File: src/wdw_pkg.sv
// Purpose: Shared constants for the watchdog and wake-up block.
// Assumes: 8-bit register port, 100 MHz system clock.
// Notes:   Offsets are register indices on the plain register port.
package wdw_pkg;
    // ----------------------------------------------------------------
    // Register map
    // ----------------------------------------------------------------
    localparam logic [3:0] ADDR_WDT_CTRL   = 4'h0;
    localparam logic [3:0] ADDR_RST_CAUSE  = 4'h1;
    localparam logic [3:0] ADDR_STATUS     = 4'h2;
    localparam logic [3:0] ADDR_PA_WAKE_EN = 4'h3;
    localparam logic [7:0] WDT_CTRL_RESET  = 8'h53;
    localparam logic [7:0] PA_WAKE_RESET   = 8'h00;
    // ----------------------------------------------------------------
    // Field layout
    // ----------------------------------------------------------------
    localparam int         KEY_LSB         = 3;
    localparam int         SEL_MSB         = 2;
    localparam int         FAULT_BIT       = 0;
    localparam int         PDF_BIT         = 0;
    localparam int         EXPIRY_BIT      = 1;
    localparam logic [4:0] KEY_DISABLE     = 5'h15;
    localparam logic [4:0] KEY_ENABLE      = 5'h0A;
    // ----------------------------------------------------------------
    // Timing
    // ----------------------------------------------------------------
    localparam int         SYS_CLK_HZ      = 100000000;
    localparam int         LSRC_HZ         = 32000;
    localparam int         LSRC_DIV        = SYS_CLK_HZ / LSRC_HZ;
    localparam int         SRESET_CYCLES   = 16;
    localparam int         RST_PULSE_CYC   = 4;
    localparam int         CNT_W           = 18;
endpackage

File: src/wdw_sync.sv
// Purpose: Two-flop synchroniser for a bus of pin inputs.
// Assumes: Inputs are asynchronous levels.
// Notes:   The first stage feeds only the second.
`timescale 1ns/1ns
`default_nettype none
module wdw_sync #(
    parameter int W = 8,
    parameter logic [W-1:0] INIT = '1
) (
    input  wire logic         i_clk,
    input  wire logic         i_rst,
    input  wire logic [W-1:0] i_d,
    output logic      [W-1:0] o_q
);
    logic [W-1:0] meta_q;
    // Two stages, reset to the idle level to avoid false edges
    always_ff @(posedge i_clk) begin
        if (i_rst) begin
            meta_q <= INIT;
            o_q    <= INIT;
        end else begin
            meta_q <= i_d;
            o_q    <= meta_q;
        end
    end
endmodule
`default_nettype wire

File: src/wdw_tick.sv
// Purpose: Divides the system clock into a slow-clock enable pulse.
// Assumes: DIV is at least 2.
// Notes:   Stands in for the low-speed RC oscillator.
`timescale 1ns/1ns
`default_nettype none
module wdw_tick #(
    parameter int DIV = 3125
) (
    input  wire logic i_clk,
    input  wire logic i_rst,
    output logic      o_tick
);
    logic [15:0] cnt_q;
    // Free running divider, one-cycle pulse at wrap
    always_ff @(posedge i_clk) begin
        if (i_rst) begin
            cnt_q  <= 16'h0000;
            o_tick <= 1'b0;
        end else if (cnt_q == 16'(DIV - 1)) begin
            cnt_q  <= 16'h0000;
            o_tick <= 1'b1;
        end else begin
            cnt_q  <= cnt_q + 16'h0001;
            o_tick <= 1'b0;
        end
    end
endmodule
`default_nettype wire

File: src/wdw_top.sv
// What this block does
// RQ1 - Watchdog counts slow RC clock, power-of-two timeout
// RQ2 - Period select maps to divisors 2^8..2^18
// RQ3 - Key 10101 disables, 01010 enables, else reset
// RQ4 - Illegal key sets key fault flag after delay
// RQ5 - Power-on key 01010, period select 011
// RQ6 - Key fault flag cleared only by software
// RQ7 - Overflow while running: device reset, expiry flag
// RQ8 - Overflow asleep: expiry flag, PC/SP reset, wake
// RQ9 - Counter cleared by fault, clear, halt, pin
// RQ10 - Software restarts counter with clear instruction
// RQ11 - Wake on pin reset, port edge, interrupt, overflow
// RQ12 - Pin wake performs complete system reset
// RQ13 - Power-down flag cleared by power-up/clear, set by halt
// RQ14 - Per-pin Port A wake enable on falling edge
// RQ15 - Disabled or stack-full interrupt resumes after halt
// RQ16 - Enabled interrupt with stack room vectors
// RQ17 - Interrupt pending at halt cannot wake
// RQ18 - Halt clears counter; runs only if enabled
// RQ19 - Halt sets power-down flag, clears expiry flag
// RQ20 - Illegal key reset delay is a parameter
//
// Purpose: Watchdog timer with sleep wake-up control.
// Assumes: I_SRST is power-on reset; core gives one-cycle instruction pulses.
// Notes:   Register reads return data one cycle after the read strobe.
//
// Chosen here: the address map and the strobed register port.
`timescale 1ns/1ns
`default_nettype none
module wdw_top #(
    parameter int LSRC_DIV      = wdw_pkg::LSRC_DIV,
    parameter int SRESET_CYCLES = wdw_pkg::SRESET_CYCLES,
    parameter int N_IRQ         = 4
) (
    input  wire logic             I_MCLK,
    input  wire logic             I_SRST,
    input  wire logic [3:0]       I_ADDR,
    input  wire logic [7:0]       I_WDATA,
    input  wire logic             I_WR,
    input  wire logic             I_RD,
    output logic      [7:0]       O_RDATA,
    input  wire logic             I_CLEAR_WATCHDOG_INSTRUCTION,
    input  wire logic             I_HALT,
    input  wire logic             I_EXT_RST_PIN_N,
    input  wire logic [7:0]       I_PORT_A,
    input  wire logic [N_IRQ-1:0] I_IRQ_REQ,
    input  wire logic [N_IRQ-1:0] I_IRQ_EN,
    input  wire logic             I_STACK_FULL,
    output logic                  O_DEV_RST,
    output logic                  O_FULL_RST,
    output logic                  O_PC_SP_RST,
    output logic                  O_WAKE,
    output logic                  O_VECTOR,
    output logic                  O_SLEEPING
);
    // ----------------------------------------------------------------
    // Declarations
    // ----------------------------------------------------------------
    logic [7:0]             ctrl_q;
    logic [7:0]             pa_wake_en_q;
    logic                   fault_flag_q;
    logic                   pdf_q;
    logic                   expiry_q;
    logic                   asleep_q;
    logic [wdw_pkg::CNT_W-1:0] cnt_q;
    logic                   tick;
    logic                   rst_pin_n;
    logic [7:0]             port_a;
    logic [7:0]             port_a_prev_q;
    logic [N_IRQ-1:0]       irq_mask_q;
    logic [15:0]            sreset_cnt_q;
    logic                   key_bad_q;
    logic                   sreset_fire;
    logic [2:0]             rst_hold_q;
    logic [4:0]             key;
    logic [2:0]             sel;
    logic                   wdt_en;
    logic                   key_bad;
    logic                   overflow;
    logic                   pin_wake;
    logic                   irq_wake;
    logic                   clr_cnt;
    logic                   do_rst;

    assign key     = ctrl_q[7:wdw_pkg::KEY_LSB];
    assign sel     = ctrl_q[wdw_pkg::SEL_MSB:0];
    assign wdt_en  = (key == wdw_pkg::KEY_ENABLE);
    assign key_bad = !wdt_en && (key != wdw_pkg::KEY_DISABLE);   // [RQ3]

    // Time-out count for a period select value
    function automatic logic [wdw_pkg::CNT_W-1:0] limit_of(input logic [2:0] s);
        logic [4:0] sh;
        sh = 5'd0;
        case (s)                                              // [RQ2]
            3'h0:    sh = 5'd8;
            3'h1:    sh = 5'd10;
            3'h2:    sh = 5'd12;
            3'h3:    sh = 5'd14;
            3'h4:    sh = 5'd15;
            3'h5:    sh = 5'd16;
            3'h6:    sh = 5'd17;
            default: sh = 5'd18;
        endcase
        limit_of = wdw_pkg::CNT_W'((19'h00001 << sh) - 19'h00001);
    endfunction

    // ----------------------------------------------------------------
    // Slow clock and pin synchronisers
    // ----------------------------------------------------------------
    wdw_tick #(.DIV(LSRC_DIV)) u_tick (
        .i_clk  (I_MCLK),
        .i_rst  (I_SRST),
        .o_tick (tick)
    );

    wdw_sync #(.W(9), .INIT(9'h1FF)) u_sync (
        .i_clk (I_MCLK),
        .i_rst (I_SRST),
        .i_d   ({I_EXT_RST_PIN_N, I_PORT_A}),
        .o_q   ({rst_pin_n, port_a})
    );

    // Falling edge on an enabled Port A pin wakes the device
    always_ff @(posedge I_MCLK) begin
        if (I_SRST) begin
            port_a_prev_q <= 8'hFF;
        end else begin
            port_a_prev_q <= port_a;
        end
    end
    assign pin_wake = |(port_a_prev_q & ~port_a & pa_wake_en_q);    // [RQ14]

    // Only requests that rose after halt may wake; pending ones are masked
    always_ff @(posedge I_MCLK) begin
        if (I_SRST) begin
            irq_mask_q <= '0;
        end else if (I_HALT) begin
            irq_mask_q <= I_IRQ_REQ;                              // [RQ17]
        end else if (!asleep_q) begin
            irq_mask_q <= '0;
        end
    end
    assign irq_wake = |(I_IRQ_REQ & ~irq_mask_q);

    // ----------------------------------------------------------------
    // Watchdog counter
    // ----------------------------------------------------------------
    // At or above the limit, so a shorter period chosen mid-count cannot miss
    assign overflow = wdt_en && tick && (cnt_q >= limit_of(sel));
    assign clr_cnt  = sreset_fire || I_CLEAR_WATCHDOG_INSTRUCTION || I_HALT || !rst_pin_n; // [RQ9] [RQ10]

    // Counts slow ticks; stops while disabled
    always_ff @(posedge I_MCLK) begin
        if (I_SRST || clr_cnt || overflow) begin
            cnt_q <= '0;                                          // [RQ18]
        end else if (wdt_en && tick) begin
            cnt_q <= cnt_q + 1'b1;                                // [RQ1]
        end
    end

    // Illegal key: wait the software reset delay, then reset
    always_ff @(posedge I_MCLK) begin
        if (I_SRST || !key_bad) begin
            key_bad_q    <= 1'b0;
            sreset_cnt_q <= 16'h0000;
        end else if (!key_bad_q) begin
            key_bad_q    <= 1'b1;
            sreset_cnt_q <= 16'(SRESET_CYCLES - 1);               // [RQ20]
        end else if (sreset_cnt_q != 16'h0000) begin
            sreset_cnt_q <= sreset_cnt_q - 16'h0001;
        end
    end
    assign sreset_fire = key_bad_q && (sreset_cnt_q == 16'h0000);

    // ----------------------------------------------------------------
    // Registers
    // ----------------------------------------------------------------
    // Control; illegal-key reset restores the power-on value so it fires once
    always_ff @(posedge I_MCLK) begin
        if (I_SRST || sreset_fire) begin
            ctrl_q <= wdw_pkg::WDT_CTRL_RESET;                    // [RQ5]
        end else if (I_WR && I_ADDR == wdw_pkg::ADDR_WDT_CTRL) begin
            ctrl_q <= I_WDATA;
        end
    end

    always_ff @(posedge I_MCLK) begin
        if (I_SRST) begin
            pa_wake_en_q <= wdw_pkg::PA_WAKE_RESET;
        end else if (I_WR && I_ADDR == wdw_pkg::ADDR_PA_WAKE_EN) begin
            pa_wake_en_q <= I_WDATA;
        end
    end

    // Fault flag: hardware sets, software clears, set wins
    always_ff @(posedge I_MCLK) begin
        if (I_SRST) begin
            fault_flag_q <= 1'b0;
        end else if (sreset_fire) begin
            fault_flag_q <= 1'b1;                                 // [RQ4]
        end else if (I_WR && I_ADDR == wdw_pkg::ADDR_RST_CAUSE
                     && !I_WDATA[wdw_pkg::FAULT_BIT]) begin
            fault_flag_q <= 1'b0;                                 // [RQ6]
        end
    end

    // Power-down flag
    always_ff @(posedge I_MCLK) begin
        if (I_SRST) begin
            pdf_q <= 1'b0;
        end else if (I_HALT) begin
            pdf_q <= 1'b1;                                        // [RQ13] [RQ19]
        end else if (I_CLEAR_WATCHDOG_INSTRUCTION) begin
            pdf_q <= 1'b0;                                        // [RQ13]
        end
    end

    // Expiry flag: set by overflow, cleared on halt
    always_ff @(posedge I_MCLK) begin
        if (I_SRST) begin
            expiry_q <= 1'b0;
        end else if (overflow) begin
            expiry_q <= 1'b1;                                     // [RQ7] [RQ8]
        end else if (I_HALT) begin
            expiry_q <= 1'b0;                                     // [RQ19]
        end
    end

    // Read data one cycle after the strobe; unmapped reads zero
    always_ff @(posedge I_MCLK) begin
        if (I_SRST) begin
            O_RDATA <= 8'h00;
        end else if (I_RD) begin
            case (I_ADDR)
                wdw_pkg::ADDR_WDT_CTRL:   O_RDATA <= ctrl_q;
                wdw_pkg::ADDR_RST_CAUSE:  O_RDATA <= {7'h00, fault_flag_q};
                wdw_pkg::ADDR_STATUS:     O_RDATA <= {6'h00, expiry_q, pdf_q};
                wdw_pkg::ADDR_PA_WAKE_EN: O_RDATA <= pa_wake_en_q;
                default:                  O_RDATA <= 8'h00;
            endcase
        end else begin
            O_RDATA <= 8'h00;
        end
    end

    // ----------------------------------------------------------------
    // Sleep, wake and reset outputs
    // ----------------------------------------------------------------
    always_ff @(posedge I_MCLK) begin
        if (I_SRST) begin
            asleep_q <= 1'b0;
        end else if (I_HALT) begin
            asleep_q <= 1'b1;
        end else if (asleep_q && (pin_wake || irq_wake || overflow
                     || !rst_pin_n)) begin
            asleep_q <= 1'b0;                                     // [RQ11]
        end
    end

    // Wake strobe; vectoring only if interrupt enabled and stack free
    always_ff @(posedge I_MCLK) begin
        if (I_SRST) begin
            O_WAKE   <= 1'b0;
            O_VECTOR <= 1'b0;
        end else begin
            O_WAKE   <= asleep_q && !I_HALT && (pin_wake || irq_wake || overflow
                        || !rst_pin_n);
            O_VECTOR <= asleep_q && !I_HALT && rst_pin_n && !overflow
                        && |(I_IRQ_REQ & ~irq_mask_q & I_IRQ_EN)
                        && !I_STACK_FULL;                         // [RQ15] [RQ16]
        end
    end

    // Partial reset for a sleeping overflow, device reset otherwise
    assign do_rst = (overflow && !asleep_q) || sreset_fire;
    always_ff @(posedge I_MCLK) begin
        if (I_SRST) begin
            rst_hold_q  <= 3'h0;
            O_PC_SP_RST <= 1'b0;
        end else begin
            O_PC_SP_RST <= overflow && asleep_q;                  // [RQ8]
            if (do_rst) begin
                rst_hold_q <= 3'(wdw_pkg::RST_PULSE_CYC);         // [RQ7]
            end else if (rst_hold_q != 3'h0) begin
                rst_hold_q <= rst_hold_q - 3'h1;
            end
        end
    end

    always_ff @(posedge I_MCLK) begin
        if (I_SRST) begin
            O_DEV_RST  <= 1'b0;
            O_FULL_RST <= 1'b0;
            O_SLEEPING <= 1'b0;
        end else begin
            O_DEV_RST  <= do_rst || (rst_hold_q > 3'h1);
            O_FULL_RST <= !rst_pin_n;                             // [RQ12]
            O_SLEEPING <= asleep_q;
        end
    end

    // ----------------------------------------------------------------
    // Checks
    // ----------------------------------------------------------------
    fault_set_a: assert property (@(posedge I_MCLK) disable iff (I_SRST) // [RQ4]
        sreset_fire |=> fault_flag_q) else $error("fault flag not set");
    fault_hold_a: assert property (@(posedge I_MCLK) disable iff (I_SRST) // [RQ6]
        (fault_flag_q && !(I_WR && I_ADDR == wdw_pkg::ADDR_RST_CAUSE)) |=> fault_flag_q)
        else $error("fault flag cleared by hardware");
    halt_flags_a: assert property (@(posedge I_MCLK) disable iff (I_SRST) // [RQ19]
        (I_HALT && !overflow) |=> (pdf_q && !expiry_q)) else $error("halt flags wrong");
    clr_pdf_a: assert property (@(posedge I_MCLK) disable iff (I_SRST) // [RQ13]
        (I_CLEAR_WATCHDOG_INSTRUCTION && !I_HALT) |=> !pdf_q) else $error("pdf not cleared");
    cnt_clear_a: assert property (@(posedge I_MCLK) disable iff (I_SRST) // [RQ9]
        clr_cnt |=> (cnt_q == '0)) else $error("counter not cleared");
    cnt_stop_a: assert property (@(posedge I_MCLK) disable iff (I_SRST) // [RQ18]
        (!wdt_en) |=> (cnt_q == '0 || $stable(cnt_q))) else $error("counter ran disabled");
    wdt_rst_a: assert property (@(posedge I_MCLK) disable iff (I_SRST) // [RQ7]
        (overflow && !asleep_q) |=> (O_DEV_RST && expiry_q)) else $error("no reset on overflow");
    sleep_ovf_a: assert property (@(posedge I_MCLK) disable iff (I_SRST) // [RQ8]
        (overflow && asleep_q && !I_HALT) |=> (O_PC_SP_RST && !O_DEV_RST && !asleep_q))
        else $error("sleep overflow wrong");
    key_delay_a: assert property (@(posedge I_MCLK) disable iff (I_SRST) // [RQ3]
        $rose(key_bad_q) |-> !sreset_fire) else $error("key reset too early");
endmodule
`default_nettype wire

File: config.mk
export PLATFORM = sky130hd
export DESIGN_NAME = wdw_top
export DESIGN_NICKNAME = d
export VERILOG_FILES = /design/src/wdw_pkg.sv /design/src/wdw_sync.sv /design/src/wdw_tick.sv /design/src/wdw_top.sv
export SDC_FILE = /design/constraint.sdc
export NUM_CORES = 1
export LEC_CHECK = 0
export ABC_AREA = 1
export BUFFER_PORTS_ARGS = -buffer_cell sky130_fd_sc_hd__buf_2
export CAP_MARGIN = 20
export CORE_MARGIN = 2
export CORE_UTILIZATION = 64
export DETAILED_ROUTE_END_ITERATION = 16
export PLACE_DENSITY = 0.85
export SETUP_SLACK_MARGIN = 0.4
export SYNTH_ARGS = -nofsm -noshare
export SYNTH_HDL_FRONTEND = slang
export SYNTH_HIERARCHICAL = 1
export SYNTH_SLANG_ARGS = --single-unit
File: constraint.sdc
create_clock -name I_MCLK -period 5.4 [get_ports I_MCLK]
set_clock_uncertainty 0.1 [all_clocks]
set_input_delay 1.08 -clock I_MCLK [delete_from_list [all_inputs] [get_ports I_MCLK]]
set_output_delay 1.08 -clock I_MCLK [all_outputs]
set_load 0.01 [all_outputs]
==> results of run 1 <==
through the flow:
step / area [um2] / power [mW] / hold slack, ns / setup slack, ns / util
2_1_floorplan: 5630 / 1.09 / 0.280 / 3.17 / -
3_5_place_dp: 5910 / 1.14 / 0.299 / 2.39 / 0.684
4_1_cts: 6480 / 2.22 / 0.316 / 2.95 / 0.750
5_1_grt: 6480 / 2.30 / 0.334 / 2.73 / 0.750
6_report: 6480 / 2.21 / 0.318 / 2.92 / 0.750
3_3_place_gp: 5910 / 1.13 / 0.284 / 2.55 / 0.684
per-layer routing:
| layer | GRT usage | wire, um | up-vias |
|---|---|---|---|
| met3 | 0.0727 | 582 | 31 |
| met2 | 0.479 | 6180 | 146 |
| met1 | 0.321 | 5470 | 2317 |
| met4 | 0.110 | 267 | 0 |
| met5 | 0 | 0 | - |
| li1 | - | - | 2527 |
how the worst max path moves through the flow:
stage,to,start
5_1_grt,sreset_cnt_q[8]$_SDFFE_PP0P_,I_SRST
3_5_place_dp,sreset_cnt_q[8]$_SDFFE_PP0P_,I_SRST
3_3_place_gp,sreset_cnt_q[8]$_SDFFE_PP0P_,I_SRST
6_report,sreset_cnt_q[8]$_SDFFE_PP0P_,I_SRST
4_1_cts,sreset_cnt_q[8]$_SDFFE_PP0P_,I_SRST
2_1_floorplan,pa_wake_en_q[6]$_SDFFE_PP0P_,I_ADDR[3]
worst register-to-register path: stages, from the launching register on:
cell     delay [ns]
dfxtp_1        0.35
inv_1          0.07
nor2_1         0.20
nand3_1        0.41
inv_1          0.49
nand2_1        0.19
nor2_2         0.18
xor2_1         0.17
inv_1          0.05
nor2_1         0.08
final cells by class:
| type | count | area share |
|---|---|---|
| Multi-Input combinational cell | 519 | 0.418 |
| Sequential cell | 119 | 0.368 |
| Inverter | 115 | 0.0674 |
| Clock buffer | 17 | 0.0639 |
| Timing Repair Buffer | 49 | 0.0378 |
| Clock inverter | 15 | 0.0239 |
| Tap cell | 108 | 0.0209 |
cells in the mapped netlist, types with 2 or more instances:
| library cell | count | area (um2) |
|---|---|---|
| a21oi_1 | 44 | 220 |
| or2_2 | 5 | 31.3 |
| buf_2 | 2 | 10.0 |
| o211ai_1 | 3 | 22.5 |
| nor2_1 | 85 | 319 |
| nor2_2 | 11 | 68.8 |
| nor3_1 | 12 | 60.1 |
| nand4_1 | 14 | 87.6 |
| xor2_1 | 14 | 123 |
| inv_4 | 2 | 12.5 |
| o22ai_1 | 4 | 25.0 |
| nand2_4 | 3 | 33.8 |
| ha_1 | 21 | 263 |
| clkbuf_1 | 9 | 33.8 |
| xnor2_1 | 15 | 131 |
| nand2_1 | 180 | 676 |
| nand3_1 | 60 | 300 |
| a21oi_2 | 5 | 43.8 |
| nand2_2 | 3 | 18.8 |
| a311oi_1 | 2 | 17.5 |
| nand3b_1 | 2 | 15.0 |
| o21ai_0 | 17 | 85.1 |
| dfxtp_1 | 119 | 2380 |
| nor3b_1 | 2 | 15.0 |
| a221oi_1 | 2 | 17.5 |
| nand3_2 | 3 | 30.0 |
| nor3_2 | 2 | 20.0 |
| inv_1 | 112 | 420 |
registers in the layout, summed over array words and instances (netlist names), 3 cells and up:
name and count:
O_RDATA 8, port_a_prev_q 8, u_sync/o_q 9, pa_wake_en_q 8, u_tick/cnt_q 16, ctrl_q 8
irq_mask_q 4, rst_hold_q 3, u_sync/meta_q 9, cnt_q 18, sreset_cnt_q 16
power by group through the flow:
stage	logic (mW)	registers [mW]	clock network, mW
2_1_floorplan	0.146	0.944	0
3_3_place_gp	0.184	0.945	0
3_5_place_dp	0.195	0.946	0
4_1_cts	0.200	0.928	1.09
5_1_grt	0.233	0.931	1.13
6_report	0.202	0.929	1.08
cell families (layout without fill, tap and decap cells):
group	Yosys count	in the layout	synth area share
AND/OR/NAND/NOR	386	386	0.308
buffers and inverters	130	196	0.0951
flip-flops	119	119	0.424
AO/OA/AOI/OAI	80	80	0.0801
XOR/XNOR	29	29	0.0452
adder cells (fa/ha/maj)	21	21	0.0467
other	1	3	0.000667
==> impl_metrics.toml, run 1 <==
[floorplan]
fp.coreArea_um2 = 8640
fp.dieH_um = 97.7
num_rows = 34
start_util = 0.651
die_w_um = 97.7
dieArea_um2 = 9550
io_pins = 50

[clocking]
cts_buffers = 17
cts_resized = 0
cts_tree = "yes"
clock_latency_ns = 0.53
clockRootBuffer = "clkbuf_8"
cts.sinks = 119
clk_pin_slew_worst_paths_ns = 0.06
cts_htree_levels = 4
hold_buffers = 0
cts_buffer_depth = 2
cts_setup_buffers = 0

[global_route]
grt_pass1_wl_um = 21300
grt_pass1_vias = 4870
grt_use_total = 0.274
antenna_found_initial = 0
grt_overflow = 0
grt_max_degree = 27

[routing]
vias = 5021
antenna_left = 0
avgViaCountPerCell = 5.33
drc = 0
drt-total-wl_um = 12500
drtPass1Iterations = 5
first_iter_violations = 295
post_drt_wl_per_cell_um = 13.3

[critical_path]
worst_ep_arrival_time_ns = 2.81
path_class = "input port to flop"
reg2reg_from = "ctrl_q[4]$_SDFFE_PP1P_"
crit_fanout = 26
end_kind = "flop"
r2r-end = "cnt_q[5]$_SDFFE_PP0P_"
required_ns = 5.73
timing.critical_path.mode_cell = "inv_1"
ff2ff_path_depth = 9
path_depth = 6
critPathBufInv = 3
path_cells = "buf_2, inv_1, nand3_1, inv_1, nand2_1, nor3_1"
cp_slowest_cell = "inv_1"
path_delay_family = "buffers and inverters"
startpoint_type = "input port"
reg2reg_slack_ns = 3.05
cp_slowest_stage_delay_ns = 0.61

[timing]
setup_viol = 0
tns_ns = 0
finalMaxSlewViolations = 0
hold_violations = 0
fmax_mhz = 403
post-route-min-period_ns = 2.48
relSlewSlack = 0.464
tightest_slew_ns = 0.803
period_share = 0.460
rsz0062_at_grt = "no"

[power_and_ir_drop]
internal_power_mw = 1.61
seqPwrFrac = 0.419
powerDensity_nw_per_um2 = 342
p_comb_frac = 0.091
power_frac_clock = 0.490
p_sw_uw = 600
peakVddDrop_mv = 0.257
power_leakage_nw = 2.97
power_switching_share = 0.271

[finish]
layout_common_cells = "nand2_1, dfxtp_1, inv_1"
stdcell_count = 942
multiInputGateArea_um2 = 2710
layout_commonest_cell = "nand2_1"
fillCellCount = 644
layout-drive-gt1-share = 0.143
antenna_cells = 0
seq_area_um2 = 2380
nNetsFinal = 878
synthToLayoutAreaGrowth_pct = 15.3

[logic_synthesis]
ys_types = 41
netlist_instances = 766
synthFlopType = "dfxtp_1"
synth-async-reset-ratio = 0
ys_ff_latch = 119
syn_avg_cell_area_um2 = 7.34
yosysWarnings = 6
synth_edf_count = 0
yosysSeqAreaShare = 0.424
syn_area_um2 = 5620

[place]
post-place-cells = 910
gp_congestion = 0.879
dpl.hpwl_um = 8610
port_buffers = 49

[worst_hold_path]
min_to = "u_sync/o_q[0]$_SDFF_PP1_"
whs_path_depth = 2
worstHoldStart = "u_sync/meta_q[0]$_SDFF_PP1_"
min_path_type = "flop to flop"

[status]
status = "complete, no violations"

[job]
cap_violations = 0
No activity file was read; power rests on OpenSTA's default activity.
==> run 2, diff against run 1 <==
--- a/config.mk
+++ b/config.mk
@@ -9,9 +9,9 @@
 export BUFFER_PORTS_ARGS = -buffer_cell sky130_fd_sc_hd__buf_2
 export CAP_MARGIN = 20
 export CORE_MARGIN = 2
-export CORE_UTILIZATION = 64
+export CORE_UTILIZATION = 59
 export DETAILED_ROUTE_END_ITERATION = 16
-export PLACE_DENSITY = 0.85
+export PLACE_DENSITY = 0.79
 export SETUP_SLACK_MARGIN = 0.4
 export SYNTH_ARGS = -nofsm -noshare
 export SYNTH_HDL_FRONTEND = slang
==> constraint.sdc (replaced) <==
create_clock -name I_MCLK -period 2.6 [get_ports I_MCLK]
set_clock_uncertainty 0.1 [all_clocks]
set_input_delay 0.52 -clock I_MCLK [delete_from_list [all_inputs] [get_ports I_MCLK]]
set_output_delay 0.52 -clock I_MCLK [all_outputs]
set_load 0.01 [all_outputs]
==> impl_metrics.toml, run 2 (synthesis gave the netlist of run 1 again) <==
[status]
status = "complete, no violations"

[timing]
hold_violations = 0
post-route-min-period_ns = 2.13
finalMaxSlewViolations = 0
rsz0062_at_grt = "yes"
tns_ns = 0
setup_viol = 0
relSlewSlack = 0.580
period_share = 0.819
fmax_mhz = 470
tightest_slew_ns = 0.628

[job]
cap_violations = 0

[global_route]
grt_max_degree = 26
grt_overflow = 0
antenna_found_initial = 0
grt_use_total = 0.258
grt_pass1_wl_um = 21000
grt_pass1_vias = 4792

[routing]
drtPass1Iterations = 5
first_iter_violations = 343
avgViaCountPerCell = 5.26
drt-total-wl_um = 12800
vias = 5088
post_drt_wl_per_cell_um = 13.2
antenna_left = 0
drc = 0

[critical_path]
crit_fanout = 8
worst_ep_arrival_time_ns = 2.48
required_ns = 2.95
r2r-end = "cnt_q[16]$_SDFFE_PP0P_"
ff2ff_path_depth = 9
end_kind = "flop"
reg2reg_from = "ctrl_q[0]$_SDFFE_PP1P_"
startpoint_type = "flop"
path_class = "flop to flop"
reg2reg_slack_ns = 0.47

[finish]
layout_common_cells = "nand2_1, dfxtp_1, inv_1"
top_regs = "cnt_q (18), sreset_cnt_q (16), u_tick/cnt_q (16)"
synthToLayoutAreaGrowth_pct = 18.7
layout-drive-gt1-share = 0.156
largest_reg_flops = 18
regMostFlops = "cnt_q"
antenna_cells = 0
nNetsFinal = 883
layout_commonest_cell = "nand2_1"
fillCellCount = 733

[place]
dpl.hpwl_um = 8650
port_buffers = 49
gp_congestion = 0.918

[floorplan]
io_pins = 50
num_rows = 35
fp.coreArea_um2 = 9240
die_w_um = 102
fp.dieH_um = 102
dieArea_um2 = 10300
start_util = 0.608

[clocking]
cts_buffers = 17
clockRootBuffer = "clkbuf_8"
cts_buffer_depth = 2
cts.sinks = 119
clk_pin_slew_worst_paths_ns = 0.06
cts_tree = "yes"
cts_htree_levels = 4
hold_buffers = 0
cts_setup_buffers = 0
clock_latency_ns = 0.53

[worst_hold_path]
min_path_type = "input port to flop"
worstHoldStart = "I_PORT_A[5]"
whs_path_depth = 3
min_to = "u_sync/meta_q[5]$_SDFF_PP1_"

[power_and_ir_drop]
power.total_mw = 4.93
peakVddDrop_mv = 0.622
power_leakage_nw = 3.05
powerDensity_nw_per_um2 = 739
run 2: cell count changes in the layout (fill, tap and decap cells not counted), sizes merged:
cell      before  now
bufinv         1    5
buf           49   52
inv          124  121
nand3         64   66
clkinvlp       1    0
run 2: cell type report:
| cell class | count | area (um2) | share of cell area |
|---|---|---|---|
| timing repair buffer | 52 | 268 | 0.0402 |
| multi-input combinational | 521 | 2760 | 0.414 |
| inverter | 115 | 437 | 0.0655 |
| sequential | 119 | 2390 | 0.359 |
| clock inverter | 15 | 238 | 0.0356 |
| tap | 129 | 161 | 0.0242 |
| clock buffer | 17 | 414 | 0.0621 |
run 2: metrics by stage:
stage	area [um2]	hold slack (ns)	setup WS (ns)	std cells	util
floorplan	5630	0.280	0.539	768	-
global placement	5960	0.282	0.416	934	0.645
detailed placement	5960	0.294	0.346	934	0.645
CTS	6610	0.0571	0.367	966	0.716
global route	6670	0.0629	0.375	968	0.722
finish	6670	0.0623	0.471	968	0.722
run 2: worst max path at each step:
| stage | cells past startpoint | to | from |
|---|---|---|---|
| CTS | 11 | cnt_q[14]$_SDFFE_PP0P_ | ctrl_q[0]$_SDFFE_PP1P_ |
| global placement | 11 | cnt_q[5]$_SDFFE_PP0P_ | ctrl_q[2]$_SDFFE_PP0P_ |
| detailed placement | 7 | ctrl_q[0]$_SDFFE_PP1P_ | I_ADDR[3] |
| floorplan | 13 | cnt_q[13]$_SDFFE_PP0P_ | ctrl_q[1]$_SDFFE_PP1P_ |
| finish | 9 | cnt_q[16]$_SDFFE_PP0P_ | ctrl_q[0]$_SDFFE_PP1P_ |
| global route | 11 | cnt_q[16]$_SDFFE_PP0P_ | ctrl_q[0]$_SDFFE_PP1P_ |
run 2: metal layers:
metal | GRT usage | part of all wire | up-vias
li1 | - | - | 2539
met1 | 0.306 | 0.43 | 2350
met2 | 0.441 | 0.50 | 175
met3 | 0.0745 | 0.054 | 24
met4 | 0.0967 | 0.018 | 0
met5 | 0 | 0 | -
run 2: power by group:
group          internal (mW)  switching, mW  leakage (nW)
Combinational          0.161          0.261          1.76
Sequential              1.89         0.0389         0.968
Clock                   1.68          0.901         0.319
Total                   3.73           1.20          3.05
run 2: repair_timing:
item	4_1_cts	5_1_grt
pin swaps	0	2
gates resized for setup	2	10
setup endpoints to repair	18	24
cloned	0	2
run 2: worst max-delay path: stages, from the launching register on:
cell,delay (ns)
dfxtp_2,0.42
nand3_1,0.11
ha_1,0.32
a21oi_1,0.18
nand2_1,0.08
a21oi_1,0.14
nand3_1,0.15
nand2_4,0.19
nand3_2,0.19
a21oi_1,0.18
==> run 3, diff against run 2 <==
--- a/config.mk
+++ b/config.mk
@@ -9,9 +9,9 @@
 export BUFFER_PORTS_ARGS = -buffer_cell sky130_fd_sc_hd__buf_2
 export CAP_MARGIN = 20
 export CORE_MARGIN = 2
-export CORE_UTILIZATION = 59
+export CORE_UTILIZATION = 54
 export DETAILED_ROUTE_END_ITERATION = 16
-export PLACE_DENSITY = 0.79
+export PLACE_DENSITY = 0.76
 export SETUP_SLACK_MARGIN = 0.4
 export SYNTH_ARGS = -nofsm -noshare
 export SYNTH_HDL_FRONTEND = slang
==> constraint.sdc (replaced) <==
create_clock -name I_MCLK -period 1.8 [get_ports I_MCLK]
set_clock_uncertainty 0.1 [all_clocks]
set_input_delay 0.36 -clock I_MCLK [delete_from_list [all_inputs] [get_ports I_MCLK]]
set_output_delay 0.36 -clock I_MCLK [all_outputs]
set_load 0.01 [all_outputs]
==> impl_metrics.toml, run 3 (synthesis gave the netlist of run 1 again) <==
[status]
status = "finished, violations left"
violations = "negative setup slack"

[critical_path]
cp-endpoint = "cnt_q[4]$_SDFFE_PP0P_"
startpoint_type = "flop"
end_kind = "flop"
reg2reg_slack_ns = -0.31
worst_ep_arrival_time_ns = 2.49
reg2reg_from = "ctrl_q[1]$_SDFFE_PP1P_"
r2r-end = "cnt_q[4]$_SDFFE_PP0P_"
cp_slowest_cell = "dfxtp_4"
cp_slowest_stage_delay_ns = 0.40
required_ns = 2.17
path_cells = "buf_6, a21oi_2, ha_1, nand2_2, inv_2, nand2_2, nand2_2, a21oi_2, nand3_2, nand2_4, buf_12, nand3_4, nor2_1"
cp-startpoint = "ctrl_q[1]$_SDFFE_PP1P_"
timing.critical_path.mode_cell = "nand2_2"
path_class = "flop to flop"
crit_fanout = 6
ff2ff_path_depth = 13

[global_route]
antenna_found_initial = 0
grt_pass1_vias = 5268
met2_usage = 0.462
use_met3 = 0.0742
grt_max_degree = 19
grt_use_total = 0.262
gr-max-usage-layer = "met2"
use_met1 = 0.289
grt_pass1_wl_um = 23300
grt_overflow = 0

[finish]
stdcell_count = 1050
postLayoutCoreUtil = 0.762
regMostFlops = "cnt_q"
top_regs = "cnt_q (18), sreset_cnt_q (16), u_tick/cnt_q (16)"
seq_area_um2 = 2430
stdcell_area_um2 = 7790
fillCellCount = 667
layout-drive-gt1-share = 0.304
multiInputGateArea_um2 = 3180
layout_common_cells = "nand2_1, inv_1, dfxtp_1"
largest_reg_flops = 18
synthToLayoutAreaGrowth_pct = 38.6
nNetsFinal = 958
antenna_cells = 0
layout_commonest_cell = "nand2_1"

[floorplan]
dieArea_um2 = 11200
fp.dieH_um = 106
num_rows = 37
fp.coreArea_um2 = 10200
die_w_um = 106
start_util = 0.549
io_pins = 50

[routing]
vias = 5507
first_iter_violations = 345
drc = 0
drt-total-wl_um = 15500
drtPass1Iterations = 5
antenna_left = 0
post_drt_wl_per_cell_um = 14.8
avgViaCountPerCell = 5.24

[worst_hold_path]
whs_path_depth = 3
worstHoldStart = "I_WDATA[3]"
min_path_type = "input port to flop"

[place]
post-place-cells = 969
dp_slack_ns = -0.310
port_buffers = 49
dpl.hpwl_um = 9370
postPlaceCellArea_um2 = 6210
gp_congestion = 0.947

[timing]
period_share = 1.17
post-route-min-period_ns = 2.11
tightest_slew_ns = 0.900
hold_violations = 0
finalMaxSlewViolations = 0
setup_viol = 27
relSlewSlack = 0.398
rsz0062_at_grt = "yes"
fmax_mhz = 473
setup_ws_ns = -0.314

[power_and_ir_drop]
seqPwrFrac = 0.392
powerDensity_nw_per_um2 = 916
internal_power_mw = 5.25
power_leakage_nw = 3.53
p_sw_mw = 1.88
power_frac_clock = 0.488
p_comb_frac = 0.121
power_switching_share = 0.264
peakVddDrop_mv = 0.971

[clocking]
cts_buffers = 17
cts_buffer_depth = 2
cts.sinks = 119
clk_pin_slew_worst_paths_ns = 0.06
cts_tree = "yes"
cts_htree_levels = 4
clock_latency_ns = 0.53
clockRootBuffer = "clkbuf_8"

[job]
cap_violations = 0
==> run 3: layer usage <==
metal	part of all wire	wire, um	vias up
met1	0.40	6150	2576
li1	-	-	2711
met4	0.031	486	0
met2	0.52	8060	175
met3	0.053	822	45
met5	0	0	-
==> run 3: how the worst min path moves through the flow <==
stage	slack, ns	end
after floorplan	0.28	u_sync/o_q[7]$_SDFF_PP1_
after detailed placement	0.30	u_sync/o_q[1]$_SDFF_PP1_
final	0.03	ctrl_q[3]$_SDFFE_PP0P_
after global routing	0.005	ctrl_q[3]$_SDFFE_PP0P_
after CTS	0.007	ctrl_q[3]$_SDFFE_PP0P_
after global placement	0.29	u_sync/o_q[7]$_SDFF_PP1_
==> run 3: power groups by stage <==
stage               combinational [mW]  sequential, mW  clock, mW
floorplan                        0.447            2.83          0
global placement                 0.581            2.84          0
detailed placement               0.616            2.84          0
CTS                              0.736            2.79       3.50
global route                     0.933            2.81       3.65
finish                           0.860            2.80       3.48
==> run 3: critical path: cells and delay by family (launching register included) <==
family,cells,cell delay (ns)
buf+inv,3,0.29
compound gates,2,0.19
flops,1,0.40
simple gates,7,0.72
fa+ha+maj,1,0.34
==> run 3: area by class of cell <==
type	count	share of cell area
timing repair buffer	125	0.123
sequential	119	0.312
clock inverter	14	0.0241
clock buffer	18	0.0536
inverter	115	0.0573
tap	136	0.0218
multi-input combinational	523	0.408
==> run 3: what timing repair did <==
item	CTS	global route
cloned	3	1
endpoints found under the setup margin	75	82
pin swaps	19	38
resized for setup	61	93
hold buffers	20	0
endpoints found under the hold margin	20	0
setup buffers	14	11
==> run 3: through the flow <==
stage	power, mW	hold WS (ns)	setup TNS (ns)
after floorplan	3.28	0.280	-0.768
after global placement	3.42	0.287	-2.90
after detailed placement	3.46	0.295	-6.72
after CTS	7.03	0.00654	-3.99
after global routing	7.39	0.00525	-9.62
final	7.14	0.0295	-7.26
